`config.mk`:
```
export PLATFORM = sky130hd
export DESIGN_NAME = qiu_queue_unit
export DESIGN_NICKNAME = d
export VERILOG_FILES = /design/src/qiu_pkg.sv /design/src/qiu_queue_unit.sv
export SDC_FILE = /design/constraint.sdc
export NUM_CORES = 2
export LEC_CHECK = 0
export BUFFER_PORTS_ARGS = -buffer_cell sky130_fd_sc_hd__buf_2
export CORE_MARGIN = 5
export CORE_UTILIZATION = 35
export CTS_CLUSTER_DIAMETER = 80
export DETAILED_ROUTE_END_ITERATION = 8
export PLACE_DENSITY_LB_ADDON = 0.08
export SETUP_SLACK_MARGIN = 0.5
export SYNTH_ARGS = -nofsm -noshare
export SYNTH_HDL_FRONTEND = slang
export SYNTH_SLANG_ARGS = --single-unit
```
`constraint.sdc`:
```
create_clock -name core_clk -period 8 [get_ports core_clk]
set_input_delay 0 -clock core_clk [delete_from_list [all_inputs] [get_ports core_clk]]
set_output_delay 0 -clock core_clk [all_outputs]
set_load 0.02 [all_outputs]
```
`src/qiu_pkg.sv`:
```
package qiu_pkg;

    // register byte offsets
    localparam logic [7:0] QIU_CTRL_OFF = 8'h00;
    localparam logic [7:0] QIU_OPA_OFF = 8'h04;
    localparam logic [7:0] QIU_OPB_OFF = 8'h08;
    localparam logic [7:0] QIU_STATUS_OFF = 8'h0c;
    localparam logic [7:0] QIU_IRQ_STAT_OFF = 8'h10;
    localparam logic [7:0] QIU_IRQ_MASK_OFF = 8'h14;
    localparam logic [7:0] QIU_RESULT_OFF = 8'h18;

    // control and status fields
    localparam int QIU_CTRL_START_BIT = 0;
    localparam int QIU_CTRL_OPC_LSB = 8;
    localparam int QIU_STATUS_BUSY_BIT = 8;

    // interrupt status bits
    localparam int QIU_IRQ_DONE_BIT = 0;
    localparam int QIU_IRQ_RSVOP_BIT = 1;
    localparam int QIU_IRQ_MMF_BIT = 2;
    localparam int QIU_IRQ_W = 3;

    // opcodes
    localparam logic [7:0] QIU_OPC_INSERT_TAIL_LOCKED = 8'h5d;
    localparam logic [7:0] QIU_OPC_REMOVE_HEAD_LOCKED = 8'h5e;
    localparam logic [7:0] QIU_OPC_INSERT_AFTER_PRED = 8'h0e;

    // link layout
    localparam logic [31:0] QIU_BACK_LINK_OFF = 32'h0000_0004;
    localparam logic [31:0] QIU_LOCK_MASK = 32'h0000_0001;
    localparam logic [31:0] QIU_ZERO_WORD = 32'h0000_0000;

    // reset values
    localparam logic [31:0] QIU_WORD_RST = 32'h0000_0000;
    localparam logic [3:0] QIU_FLAGS_RST = 4'h0;
    localparam logic [QIU_IRQ_W-1:0] QIU_IRQ_RST = 3'h0;
    localparam logic [2:0] QIU_STEP_RST = 3'h0;

    // condition flag words, order N Z V C
    localparam logic [3:0] QIU_FLAGS_INS_LOCKFAIL = 4'h1;
    localparam logic [3:0] QIU_FLAGS_REM_LOCKFAIL = 4'h3;

    typedef enum logic [1:0] {
        QIU_K_TAIL = 2'b00,
        QIU_K_HEAD = 2'b01,
        QIU_K_PLAIN = 2'b10
    } qiu_kind_t;

    typedef enum logic [1:0] {
        QIU_O_OK = 2'b00,
        QIU_O_RSVOP = 2'b01,
        QIU_O_MMF = 2'b10,
        QIU_O_LOCKFAIL = 2'b11
    } qiu_outcome_t;

    typedef enum logic [2:0] {
        QIU_S_IDLE = 3'b000,
        QIU_S_LRD = 3'b001,
        QIU_S_LWB = 3'b010,
        QIU_S_RD2 = 3'b011,
        QIU_S_PRB = 3'b100,
        QIU_S_WR = 3'b101,
        QIU_S_REL = 3'b110,
        QIU_S_FIN = 3'b111
    } qiu_state_t;

endpackage : qiu_pkg

```
`src/qiu_queue_unit.sv`:
```
// Local design decisions: the placing of the registers and the APB register port.
`timescale 1ns/1ns
`default_nettype none
module qiu_queue_unit
    import qiu_pkg::*;
(
    // clock and reset
    input wire logic core_clk,
    input wire logic resetn,
    // apb slave
    input wire logic psel,
    input wire logic penable,
    input wire logic pwrite,
    input wire logic [7:0] paddr,
    input wire logic [31:0] pwdata,
    output logic [31:0] prdata,
    output logic pready,
    output logic pslverr,
    // shared memory master
    output logic memReq,
    output logic memWrite,
    output logic memProbe,
    output logic memLock,
    output logic [31:0] memAddr,
    output logic [31:0] memWdata,
    input wire logic memAck,
    input wire logic memErr,
    input wire logic [31:0] memRdata,
    // processor side
    output logic intHold,
    output logic irq
);

    qiu_state_t state_r;
    qiu_kind_t kind_r;
    qiu_outcome_t pend_r;
    logic [2:0] step_r;
    logic [31:0] opA_r, opB_r, tmp_r, rd2_r, result_r;
    logic [3:0] flags_r;
    logic [QIU_IRQ_W-1:0] irqStat_r, irqMask_r;
    logic [7:0] opcode_r;
    logic [31:0] prdata_r;
    logic pready_r, pslverr_r;
    logic memReq_r, memWrite_r, memProbe_r, memLock_r;
    logic [31:0] memAddr_r, memWdata_r;
    logic irq_r;
    logic intHold_r;

    // apb decode
    wire setupPhase = psel && !penable;
    wire accessPhase = psel && penable && pready_r;
    wire wrStrobe = accessPhase && pwrite;
    wire hitCtrl = paddr == QIU_CTRL_OFF;
    wire hitOpA = paddr == QIU_OPA_OFF;
    wire hitOpB = paddr == QIU_OPB_OFF;
    wire hitStatus = paddr == QIU_STATUS_OFF;
    wire hitIrqStat = paddr == QIU_IRQ_STAT_OFF;
    wire hitIrqMask = paddr == QIU_IRQ_MASK_OFF;
    wire hitResult = paddr == QIU_RESULT_OFF;
    wire mapped = hitCtrl | hitOpA | hitOpB | hitStatus | hitIrqStat | hitIrqMask | hitResult;
    wire busy = state_r != QIU_S_IDLE;
    wire startPulse = wrStrobe && hitCtrl && pwdata[QIU_CTRL_START_BIT] && !busy;
    wire opWrite = wrStrobe && !busy;
    wire [7:0] newOpcode = pwdata[QIU_CTRL_OPC_LSB +: 8];

    logic [31:0] rdMux;
    always_comb begin
        rdMux = QIU_ZERO_WORD;
        if (hitCtrl) rdMux[QIU_CTRL_OPC_LSB +: 8] = opcode_r;
        if (hitOpA) rdMux = opA_r;
        if (hitOpB) rdMux = opB_r;
        if (hitStatus) begin
            rdMux[3:0] = flags_r;
            rdMux[QIU_STATUS_BUSY_BIT] = busy;
        end
        if (hitIrqStat) rdMux[QIU_IRQ_W-1:0] = irqStat_r;
        if (hitIrqMask) rdMux[QIU_IRQ_W-1:0] = irqMask_r;
        if (hitResult) rdMux = result_r;
    end

    // operand roles per instruction
    wire isTailOpc = newOpcode == QIU_OPC_INSERT_TAIL_LOCKED;
    wire isHeadOpc = newOpcode == QIU_OPC_REMOVE_HEAD_LOCKED;
    wire isPlainOpc = newOpcode == QIU_OPC_INSERT_AFTER_PRED;
    wire tailBadOps = (opA_r[2:0] != 3'h0) || (opB_r[2:0] != 3'h0) || (opA_r == opB_r);
    wire headBadOps = (opA_r[2:0] != 3'h0) || (opA_r == opB_r);
    wire [31:0] hdrAddr = (kind_r == QIU_K_HEAD) ? opA_r : opB_r;
    wire [31:0] tailAddr = opB_r + rd2_r;
    wire [31:0] remAddr = opA_r + tmp_r;
    wire [31:0] succAddr = remAddr + rd2_r;
    wire [31:0] newHead = tmp_r + rd2_r;
    wire queueWasEmpty = tmp_r == QIU_ZERO_WORD;
    wire tailWasEmpty = rd2_r == QIU_ZERO_WORD;

    // validation accesses, done before any link is touched
    logic [31:0] prbAddr;
    logic [2:0] prbCnt;
    always_comb begin
        prbAddr = opA_r;
        prbCnt = 3'h3;
        case (kind_r)
            QIU_K_TAIL: begin
                case (step_r)
                    3'h0: prbAddr = opA_r;
                    3'h1: prbAddr = opA_r + QIU_BACK_LINK_OFF;
                    default: prbAddr = tailAddr;
                endcase
            end
            QIU_K_HEAD: begin
                prbCnt = queueWasEmpty ? 3'h1 : 3'h2;
                prbAddr = (step_r == 3'h0) ? opB_r : succAddr + QIU_BACK_LINK_OFF;
            end
            default: begin
                prbCnt = 3'h4;
                case (step_r)
                    3'h0: prbAddr = opA_r;
                    3'h1: prbAddr = opA_r + QIU_BACK_LINK_OFF;
                    3'h2: prbAddr = opB_r;
                    default: prbAddr = rd2_r + QIU_BACK_LINK_OFF;
                endcase
            end
        endcase
    end

    // link update writes
    logic [31:0] wrAddr, wrData;
    logic [2:0] wrCnt;
    logic wrSkip;
    always_comb begin
        wrAddr = opA_r;
        wrData = QIU_ZERO_WORD;
        wrCnt = 3'h5;
        wrSkip = 1'b0;
        case (kind_r)
            QIU_K_TAIL: begin
                case (step_r)
                    3'h0: begin
                        wrAddr = opA_r;
                        wrData = opB_r - opA_r;
                    end
                    3'h1: begin
                        wrAddr = opA_r + QIU_BACK_LINK_OFF;
                        wrData = tailAddr - opA_r;
                    end
                    3'h2: begin
                        wrAddr = tailAddr;
                        wrData = opA_r - tailAddr;
                        wrSkip = tailWasEmpty;
                    end
                    3'h3: begin
                        wrAddr = opB_r + QIU_BACK_LINK_OFF;
                        wrData = opA_r - opB_r;
                    end
                    default: begin
                        wrAddr = opB_r;
                        wrData = tailWasEmpty ? opA_r - opB_r : tmp_r;
                    end
                endcase
            end
            QIU_K_HEAD: begin
                wrCnt = 3'h3;
                case (step_r)
                    3'h0: begin
                        wrAddr = opB_r;
                        wrData = remAddr;
                    end
                    3'h1: begin
                        wrAddr = succAddr + QIU_BACK_LINK_OFF;
                        wrData = opA_r - succAddr;
                        wrSkip = queueWasEmpty;
                    end
                    default: begin
                        wrAddr = opA_r;
                        wrData = newHead;
                    end
                endcase
            end
            default: begin
                wrCnt = 3'h4;
                case (step_r)
                    3'h0: begin
                        wrAddr = opA_r;
                        wrData = rd2_r;
                    end
                    3'h1: begin
                        wrAddr = opA_r + QIU_BACK_LINK_OFF;
                        wrData = opB_r;
                    end
                    3'h2: begin
                        wrAddr = rd2_r + QIU_BACK_LINK_OFF;
                        wrData = opA_r;
                    end
                    default: begin
                        wrAddr = opB_r;
                        wrData = opA_r;
                    end
                endcase
            end
        endcase
    end

    // final condition flags
    logic [3:0] okFlags;
    always_comb begin
        case (kind_r)
            QIU_K_TAIL: okFlags = {1'b0, tailWasEmpty, 2'b00};
            QIU_K_HEAD: okFlags = {1'b0, newHead == QIU_ZERO_WORD, queueWasEmpty, 1'b0};
            default: okFlags = {$signed(rd2_r) < $signed(opB_r), rd2_r == opB_r, 1'b0, rd2_r < opB_r};
        endcase
    end

    wire ackOk = memReq_r && memAck && !memErr;
    wire ackBad = memReq_r && memAck && memErr;
    wire lastPrb = step_r == prbCnt - 3'h1;
    wire lastWr = step_r == wrCnt - 3'h1;
    wire needReq = !memReq_r && (state_r != QIU_S_IDLE) && (state_r != QIU_S_FIN)
        && !(state_r == QIU_S_WR && wrSkip);

    // memory request issue, one access per state step, none for a skipped write
    always_ff @(posedge core_clk or negedge resetn) begin
        if (!resetn) begin
            memReq_r <= 1'b0;
            memWrite_r <= 1'b0;
            memProbe_r <= 1'b0;
            memAddr_r <= QIU_WORD_RST;
            memWdata_r <= QIU_WORD_RST;
        end else if (memReq_r) begin
            memReq_r <= !memAck;
        end else if (needReq) begin
            memReq_r <= 1'b1;
            memWrite_r <= state_r != QIU_S_LRD && state_r != QIU_S_RD2;
            memProbe_r <= state_r == QIU_S_PRB;
            case (state_r)
                QIU_S_LRD: memAddr_r <= hdrAddr;
                QIU_S_LWB: memAddr_r <= hdrAddr;
                QIU_S_REL: memAddr_r <= hdrAddr;
                QIU_S_RD2: memAddr_r <= (kind_r == QIU_K_TAIL) ? opB_r + QIU_BACK_LINK_OFF
                    : (kind_r == QIU_K_HEAD) ? remAddr : opB_r;
                QIU_S_PRB: memAddr_r <= prbAddr;
                default: memAddr_r <= wrAddr;
            endcase
            case (state_r)
                QIU_S_LWB: memWdata_r <= (pend_r == QIU_O_OK) ? (tmp_r | QIU_LOCK_MASK) : tmp_r;
                QIU_S_REL: memWdata_r <= tmp_r;
                default: memWdata_r <= wrData;
            endcase
        end
    end

    // instruction sequencer
    always_ff @(posedge core_clk or negedge resetn) begin
        if (!resetn) begin
            state_r <= QIU_S_IDLE;
            kind_r <= QIU_K_TAIL;
            pend_r <= QIU_O_OK;
            step_r <= QIU_STEP_RST;
            tmp_r <= QIU_WORD_RST;
            rd2_r <= QIU_WORD_RST;
            memLock_r <= 1'b0;
        end else begin
            case (state_r)
                QIU_S_IDLE: begin
                    if (startPulse) begin
                        step_r <= QIU_STEP_RST;
                        tmp_r <= QIU_WORD_RST;
                        rd2_r <= QIU_WORD_RST;
                        pend_r <= QIU_O_OK;
                        kind_r <= isHeadOpc ? QIU_K_HEAD : isTailOpc ? QIU_K_TAIL : QIU_K_PLAIN;
                        if ((isTailOpc && tailBadOps) || (isHeadOpc && headBadOps)
                            || !(isTailOpc || isHeadOpc || isPlainOpc)) begin
                            pend_r <= QIU_O_RSVOP;
                            state_r <= QIU_S_FIN;
                        end else if (isPlainOpc) begin
                            state_r <= QIU_S_RD2;
                        end else begin
                            memLock_r <= 1'b1;
                            state_r <= QIU_S_LRD;
                        end
                    end
                end
                QIU_S_LRD: begin
                    if (ackBad) begin
                        memLock_r <= 1'b0;
                        pend_r <= QIU_O_MMF;
                        state_r <= QIU_S_FIN;
                    end else if (ackOk) begin
                        tmp_r <= memRdata & ~QIU_LOCK_MASK;
                        if (memRdata[2:1] != 2'b00) pend_r <= QIU_O_RSVOP;
                        else if (memRdata[0]) pend_r <= QIU_O_LOCKFAIL;
                        if (memRdata[0]) tmp_r <= memRdata;
                        state_r <= QIU_S_LWB;
                    end
                end
                QIU_S_LWB: begin
                    if (memReq_r && memAck) begin
                        memLock_r <= 1'b0;
                        if (pend_r != QIU_O_OK) state_r <= QIU_S_FIN;
                        else if (kind_r == QIU_K_HEAD && queueWasEmpty) state_r <= QIU_S_PRB;
                        else state_r <= QIU_S_RD2;
                    end
                end
                QIU_S_RD2: begin
                    if (ackBad) begin
                        pend_r <= QIU_O_MMF;
                        state_r <= (kind_r == QIU_K_PLAIN) ? QIU_S_FIN : QIU_S_REL;
                    end else if (ackOk) begin
                        rd2_r <= memRdata;
                        if (kind_r == QIU_K_TAIL && (opB_r[2:0] + memRdata[2:0]) != 3'h0) begin
                            pend_r <= QIU_O_RSVOP;
                            state_r <= QIU_S_REL;
                        end else begin
                            state_r <= QIU_S_PRB;
                        end
                    end
                end
                QIU_S_PRB: begin
                    if (ackBad) begin
                        pend_r <= QIU_O_MMF;
                        state_r <= (kind_r == QIU_K_PLAIN) ? QIU_S_FIN : QIU_S_REL;
                    end else if (ackOk) begin
                        step_r <= lastPrb ? QIU_STEP_RST : step_r + 3'h1;
                        if (lastPrb) state_r <= QIU_S_WR;
                    end
                end
                QIU_S_WR: begin
                    if ((memReq_r && memAck) || (!memReq_r && wrSkip)) begin
                        step_r <= step_r + 3'h1;
                        if (lastWr) state_r <= QIU_S_FIN;
                    end
                end
                QIU_S_REL: begin
                    if (memReq_r && memAck) state_r <= QIU_S_FIN;
                end
                default: begin
                    state_r <= QIU_S_IDLE;
                end
            endcase
        end
    end

    // software registers, flags, interrupts
    wire [QIU_IRQ_W-1:0] irqSet = (state_r == QIU_S_FIN) ? {
        pend_r == QIU_O_MMF, pend_r == QIU_O_RSVOP, 1'b1} : QIU_IRQ_RST;
    wire [QIU_IRQ_W-1:0] irqClr = (wrStrobe && hitIrqStat) ? pwdata[QIU_IRQ_W-1:0] : QIU_IRQ_RST;
    wire [QIU_IRQ_W-1:0] irqStatNxt = (irqStat_r & ~irqClr) | irqSet;

    always_ff @(posedge core_clk or negedge resetn) begin
        if (!resetn) begin
            opA_r <= QIU_WORD_RST;
            opB_r <= QIU_WORD_RST;
            opcode_r <= 8'h00;
            irqMask_r <= QIU_IRQ_RST;
            irqStat_r <= QIU_IRQ_RST;
            irq_r <= 1'b0;
            intHold_r <= 1'b0;
        end else begin
            if (opWrite && hitOpA) opA_r <= pwdata;
            if (opWrite && hitOpB) opB_r <= pwdata;
            if (opWrite && hitCtrl) opcode_r <= newOpcode;
            if (wrStrobe && hitIrqMask) irqMask_r <= pwdata[QIU_IRQ_W-1:0];
            irqStat_r <= irqStatNxt;
            irq_r <= |(irqStatNxt & irqMask_r);
            // next-cycle busy, so the hold pin comes from a flop with no lag
            intHold_r <= startPulse || (busy && state_r != QIU_S_FIN);
        end
    end

    always_ff @(posedge core_clk or negedge resetn) begin
        if (!resetn) begin
            flags_r <= QIU_FLAGS_RST;
            result_r <= QIU_WORD_RST;
        end else if (state_r == QIU_S_FIN) begin
            if (pend_r == QIU_O_OK) flags_r <= okFlags;
            if (pend_r == QIU_O_LOCKFAIL) begin
                flags_r <= (kind_r == QIU_K_HEAD) ? QIU_FLAGS_REM_LOCKFAIL : QIU_FLAGS_INS_LOCKFAIL;
            end
            if (pend_r == QIU_O_OK && kind_r == QIU_K_HEAD) result_r <= remAddr;
        end
    end

    always_ff @(posedge core_clk or negedge resetn) begin
        if (!resetn) begin
            prdata_r <= QIU_WORD_RST;
            pready_r <= 1'b0;
            pslverr_r <= 1'b0;
        end else begin
            pready_r <= setupPhase;
            pslverr_r <= setupPhase && !mapped;
            if (setupPhase) prdata_r <= pwrite ? QIU_ZERO_WORD : rdMux;
        end
    end

    assign prdata = prdata_r;
    assign pready = pready_r;
    assign pslverr = pslverr_r;
    assign memReq = memReq_r;
    assign memWrite = memWrite_r;
    assign memProbe = memProbe_r;
    assign memLock = memLock_r;
    assign memAddr = memAddr_r;
    assign memWdata = memWdata_r;
    assign intHold = intHold_r;
    assign irq = irq_r;

endmodule : qiu_queue_unit
`default_nettype wire

```
## Word-level counts from Yosys, hierarchy flattened

Index checks and enable logic that the tools add are counted.

| cells by class | value |
|---|---|
| reduce and logical (&&, ||, !) cells | 78 |
| $mul | 0 |
| shift-type cells | 0 |
| add/sub/neg operators | 17 |
| bitwise logic cells | 11 |
| div/mod/pow operators | 0 |
| equality and inequality tests | 52 |
| magnitude comparators | 2 |
| muxes and demuxes | 94 |

Operators with widths:

| operator | number |
|---|---|
| $pmux 32 s2 | 10 |
| $mux 32 | 14 |
| $pmux 32 s3 | 3 |
| $pmux 32 s4 | 2 |
| $sub 32x32->32 | 5 |
| $add 32x3->32 const B | 4 |
| $add 32x32->32 | 4 |
| $logic_not 32->1 | 3 |
| $mux 3 | 24 |
| $eq 32x32->1 | 2 |
| $lt 32x32->1 | 2 |
| $mux 2 | 15 |
| $logic_and 1x1->1 | 29 |
| $ne 2x2->1 const B | 14 |
| $eq 8x4->1 const B | 3 |
| $eq 8x5->1 const B | 3 |
| $pmux 3 s7 | 1 |
| $ne 3x3->1 const B | 6 |
| $reduce_bool 3->1 | 6 |
| $eq 8x7->1 const B | 2 |
| $mux 1 | 14 |
| $eq 3x2->1 const B | 4 |
| $eq 3x3->1 const B | 4 |
| $mux 4 | 3 |
| other kinds (38) | 77 |

| storage, ports and cells | value |
|---|---|
| bits in latches | 0 |
| bits in read-only memories | 0 |
| RAM bits | 0 |
| bits in registers | 292 |
| memories | 0 |
| word-level logic and storage cells | 278 |

## Depth between registers and ports, before layout

| depth | value |
|---|---|
| depth after elaboration | 10 |
| depth in mapped cells | 33 |

## Worst setup path after synthesis

Ideal clock, no wire load.

| timing | value |
|---|---|
| kind | reg-to-reg |
| start point | register opA_r[1] |
| end point | register memWdata_r[29], in the netlist memWdata[29] |
| arrival | 6556 ps |
| required time | 7876 ps |
| period minus slack after synthesis | 6680 ps |
| path buffers | 0 |
| slack | 1320 ps |
| cell stages (with the launch flop) | 29 |
| path through | dfrtp_1 -> inv_1 -> fa_1 -> nor2b_1 -> o31a_1 -> o41ai_1 -> a221oi_1 -> a21o_1 -> nand2_1 -> nand2b_1 -> xor2_1 -> ha_1 -> nand3_1 -> a2111oi_1 -> nor3_1 -> xnor2_1 -> inv_1 -> ha_1 -> o21a_1 -> o22a_1 -> a22o_1 -> a31o_2 -> o41ai_1 -> o21a_1 -> o21bai_1 -> mux2i_1 -> o21ai_0 -> a41oi_1 -> a211o_1 |

| between the ends | value |
|---|---|
| cells in the longest elaborated chain, start to end | 6 |

RTL lines:

| what | RTL line | RTL |
|---|---|---|
| start, declared | qiu_queue_unit.sv:38 | `logic [31:0] opA_r, opB_r, tmp_r, rd2_r, result_r;` |
| start signal, assigned | qiu_queue_unit.sv:357 | `if (opWrite && hitOpA) opA_r <= pwdata;` |
| $add 32x32->32 | qiu_queue_unit.sv:89 | `wire [31:0] remAddr = opA_r + tmp_r;` |
| via remAddr[16] | qiu_queue_unit.sv:89 |  |
| $add 32x32->32 | qiu_queue_unit.sv:90 | `wire [31:0] succAddr = remAddr + rd2_r;` |
| $sub 32x32->32 | qiu_queue_unit.sv:169 | `wrData = opA_r - succAddr;` |
| $pmux 32 s2 | qiu_queue_unit.sv:162 | `case (step_r)` |
| $pmux 32 s2 | qiu_queue_unit.sv:134 | `case (kind_r)` |
| $pmux 32 s2 | qiu_queue_unit.sv:242 | `case (state_r)` |
| end signal, assigned | qiu_queue_unit.sv:243 | `QIU_S_LWB: memWdata_r <= (pend_r == QIU_O_OK) ? (tmp_r \| QIU_LOCK_MASK) : tmp_r;` |
| end signal, assigned | qiu_queue_unit.sv:244 | `QIU_S_REL: memWdata_r <= tmp_r;` |
| end signal, assigned | qiu_queue_unit.sv:245 | `default: memWdata_r <= wrData;` |
| end, declared | qiu_queue_unit.sv:45 | `logic [31:0] memAddr_r, memWdata_r;` |

The timed path passes the listed nets, and every way through them passes these cells.
A chain may end at the register's enable or synchronous reset.

## Worst setup path after layout

| timing | value |
|---|---|
| start point | register opA_r[0] |
| end point | register memWdata_r[29], in the netlist memWdata[29] |

Same word-level chain as after synthesis.

==> summary.json <==
{
  "outcome": {"value": "complete, but fails checks"},
  "violated_checks": {"value": "design-rule violations, negative hold slack"},
  "setup_total_neg_slack": {"value": 0, "unit": "ps"},
  "num_vias": {"value": 43800},
  "num_io_pins": {"value": 183},
  "postSynthCellCount": {"value": 5049},
  "drt_first_iter_violations": {"value": 6626},
  "ratio_of_routed_vias_to_standard_cells": {"value": 6.52},
  "ys_top_cells_by_area": {"value": "dfrtp_1, ha_1, nand2_1"},
  "critical_path_class": {"value": "register to register"},
  "fp.dieArea": {"value": 111000, "unit": "µm²"},
  "grt_setup_unrepaired": {"value": "yes"},
  "final_antenna_net_count": {"value": 0},
  "regToRegEndpoint": {"value": "memWdata[29]"},
  "synthMuxAreaShare": {"value": 2.92, "unit": "%"},
  "final_max_slew_violation_count": {"value": 0},
  "main_combinational_cell_family_by_area_after_synthesis": {"value": "compound AO/OA/AOI/OAI gates"},
  "wire_length_of_the_first_global_routing_pass": {"value": 307000, "unit": "µm"},
  "synth_ff_type": {"value": "dfrtp_1"},
  "synth_area_leader": {"value": "dfrtp_1"},
  "worst-path-buf-inv": {"value": 2},
  "power.density_cell_area": {"value": 357, "unit": "nW/µm²"},
  "cts.root.buffer_cell": {"value": "clkbuf_16"},
  "die_width": {"value": 334, "unit": "µm"},
  "first_global_vias": {"value": 40700},
  "avgSynthCellArea": {"value": 7.26, "unit": "µm²"},
  "p_total": {"value": 0.0153, "unit": "W"},
  "slowest_delay": {"value": 600, "unit": "ps"},
  "cts.clk_slew.worst_paths": {"value": 60, "unit": "ps"},
  "track_usage": {"value": 37.6, "unit": "%"},
  "synthesis.yosys.warnings": {"value": 0},
  "overflow": {"value": 0},
  "maximum_vdd_ir_drop": {"value": 0.263, "unit": "mV"},
  "rr_worst_depth": {"value": 28},
  "area_delta_synth_final": {"value": 17.1, "unit": "%"},
  "worst_path_dominant_cell_family": {"value": "compound AO/OA/AOI/OAI gates"},
  "worst_clock_skew": {"value": 29.3, "unit": "ps"},
  "critical_path.most_common_cell": {"value": "ha_1"},
  "synthAdderAreaFrac": {"value": 10.6, "unit": "%"},
  "yosys.area.top_type_share": {"value": 19.9, "unit": "%"},
  "layout_cells_excl_fill": {"value": 6706},
  "timing.hold.ws": {"value": -12.7, "unit": "ps"},
  "holdCritPathClass": {"value": "input pin to asynchronous set/reset pin"},
  "finalSetupViolations": {"value": 0},
  "ys_types": {"value": 105},
  "placementRows": {"value": 118},
  "cts_sinks": {"value": 292},
  "initial_utilization": {"value": 35.3, "unit": "%"},
  "worst_slew_pin_slew": {"value": 1360, "unit": "ps"},
  "critical_path_arrival": {"value": 7870, "unit": "ps"},
  "port_buffers": {"value": 182},
  "fin_crit_sh": {"value": 91.8, "unit": "%"},
  "number_of_h_tree_levels": {"value": 2},
  "crit_fanout": {"value": 9},
  "synth_compound_area_share": {"value": 33.5, "unit": "%"},
  "critical_path.startpoint_type": {"value": "register"},
  "post_synth_simple_gate_area": {"value": 20.7, "unit": "%"},
  "postSynthRegisterBits": {"value": 292},
  "placed_cells": {"value": 6531},
  "crit_slowest_cell": {"value": "or4b_4"},
  "tritoncts": {"value": "done"},
  "gpl.final_weighted_congestion": {"value": 1.07},
  "yosys.area_share.xor_xnor": {"value": 6.74, "unit": "%"},
  "critPathLaunch": {"value": "opA_r[0]"},
  "clkLatencyLatePin": {"value": 660, "unit": "ps"},
  "seq_area_frac_synth": {"value": 19.9, "unit": "%"},
  "drt_pre_antenna_iters": {"value": 9},
  "antenna_violations_before_repair": {"value": 12},
  "r2r_start": {"value": "opA_r[0]"},
  "layout-drive-gt1-share": {"value": 13.9, "unit": "%"},
  "setup.reg_to_reg.worst_slack": {"value": 660, "unit": "ps"},
  "design.core.area": {"value": 104000, "unit": "µm²"},
  "report.final.hold_viol_count": {"value": 17},
  "crit_required": {"value": 8530, "unit": "ps"},
  "count_of_nets_after_finishing": {"value": 5673},
  "grt_max_degree": {"value": 106},
  "synth.most_common_cell": {"value": "nand2_1"},
  "syn_area": {"value": 36700, "unit": "µm²"},
  "yosys-top-cells-count": {"value": "nand2_1, o21ai_0, a21oi_1"},
  "fp.dieH": {"value": 334, "unit": "µm"},
  "cellLeakagePower": {"value": 18.8, "unit": "nW"},
  "drc_violations": {"value": 1},
  "number_of_maximum_capacitance_constraint_violations": {"value": 0},
  "asyncSetResetFlopFracSynth": {"value": 100, "unit": "%"},
  "hpwl": {"value": 172000, "unit": "µm"},
  "min_period": {"value": 7340, "unit": "ps"},
  "critical_path.endpoint_type": {"value": "register"},
  "routed_wirelength": {"value": 221000, "unit": "µm"},
  "num-fill-cells": {"value": 10900},
  "route.detailed.wl_per_inst": {"value": 33.0, "unit": "µm"},
  "clockBufferDepth": {"value": 3},
  "slew_headroom": {"value": 6.65, "unit": "%"},
  "count_of_flip_flops_with_a_built_in_enable_after_synthesis": {"value": 0},
  "fmax": {"value": 136, "unit": "MHz"},
  "cts_made_buffers": {"value": 46},
  "syn_nets": {"value": 5434}
}
==> state kept, by name, indices dropped and copies added (netlist names), 2 cells and up <==
| signal | count |
|---|---|
| tmp_r | 32 |
| opB_r | 32 |
| result_r | 32 |
| prdata | 32 |
| flags_r | 4 |
| irqStat_r | 3 |
| opcode_r | 8 |
| pend_r | 2 |
| memWdata | 32 |
| irqMask_r | 3 |
| step_r | 3 |
| opA_r | 32 |
| state_r | 3 |
| rd2_r | 32 |
| kind_r | 2 |
| memAddr | 32 |
==> where the power goes <==
part / switching (W) / internal [W] / total, W
Clock: 0.000882 / 0.00134 / 0.00222
Combinational: 0.00747 / 0.00336 / 0.0108
Sequential: 0.000509 / 0.00177 / 0.00228
Total: 0.00886 / 0.00648 / 0.0153
==> routing by layer <==
| metal | global-route usage [%] | share of wire (%) |
|---|---|---|
| met5 | 0.638 | 0.071 |
| met4 | 13.6 | 4.2 |
| met3 | 14.5 | 15 |
| met2 | 50.3 | 38 |
| met1 | 54.3 | 43 |
==> how the worst max path moves through the flow <==
| stage | end | cells after the start |
|---|---|---|
| after floorplan | memWdata[29] | 28 |
| after CTS | memWdata[29] | 28 |
| after global routing | memWdata[29] | 33 |
| final | memWdata[29] | 28 |
| after global placement | memWdata[29] | 31 |
| after detailed placement | memWdata[29] | 28 |
==> layout make-up <==
type                       instances  area, µm²  area share (%)
antenna                            3       7.51          0.0175
clock buffer                      59       1250            2.91
inverter                         192        721            1.68
multi-input combinational       4217      27700            64.5
timing repair buffer             539       3820            8.91
tap                             1380       1730            4.02
sequential                       292       7320            17.1
clock inverter                    24        364           0.849
==> cell families (layout without fill, tap and decap cells) <==
| logic type | count (synthesis) | after routing |
|---|---|---|
| AOI/OAI and AO/OA | 1891 | 1891 |
| xor gates and xnor gates | 280 | 280 |
| adders and majority gates | 306 | 306 |
| DFF | 292 | 292 |
| muxes | 97 | 97 |
| other | 0 | 3 |
| buffers and inverters | 540 | 814 |
| and+or+nand+nor | 1643 | 1643 |
==> timing repair <==
| action | in CTS | in global routing |
|---|---|---|
| resized for setup | 7 | 33 |
| setup buffers | 0 | 10 |
| endpoints found under the hold margin | 265 | 0 |
| cloned | 0 | 0 |
| pin swaps | 0 | 7 |
| hold buffers | 79 | 0 |
| endpoints found under the setup margin | 4 | 11 |
==> stage by stage <==
stage               utilization [%]  worst slack, ps  instance area [µm²]
floorplan                         -             1320                36700
global placement               38.8              360                40200
detailed placement             38.8              305                40200
CTS                            41.1              522                42700
global route                   41.3              475                42900
finish                         41.3              657                42900
==> worst reg2reg max path, delay by kind of cell (launching register included) <==
family / cells / cell delay (ps)
AO/OA/AOI/OAI: 15 / 3550
AND/OR/NAND/NOR: 5 / 1350
adder cells (fa/ha/maj): 4 / 1340
flip-flops: 1 / 440
buffers and inverters: 2 / 270
XOR/XNOR: 1 / 130
multiplexers: 1 / 130
==> layout by cell type, fill, tap and decap left out, types with 46 or more instances in the layout <==
master,instances
o22ai_1,59
a21oi_1,465
a21o_1,110
buf_4,276
xor2_1,92
nand3_1,143
a221oi_1,93
a211oi_1,56
buf_2,181
nor3_1,95
o221ai_1,53
xnor2_1,180
ha_1,288
a22oi_1,65
mux2_2,78
o211ai_1,54
dlygate4sd3_1,79
o21ai_0,484
nor4_1,49
nor2_1,358
a31oi_1,62
nand2b_1,51
clkbuf_16,46
dfrtp_1,288
nand2_1,666
inv_1,188
(Power assumes the default switching activity.)
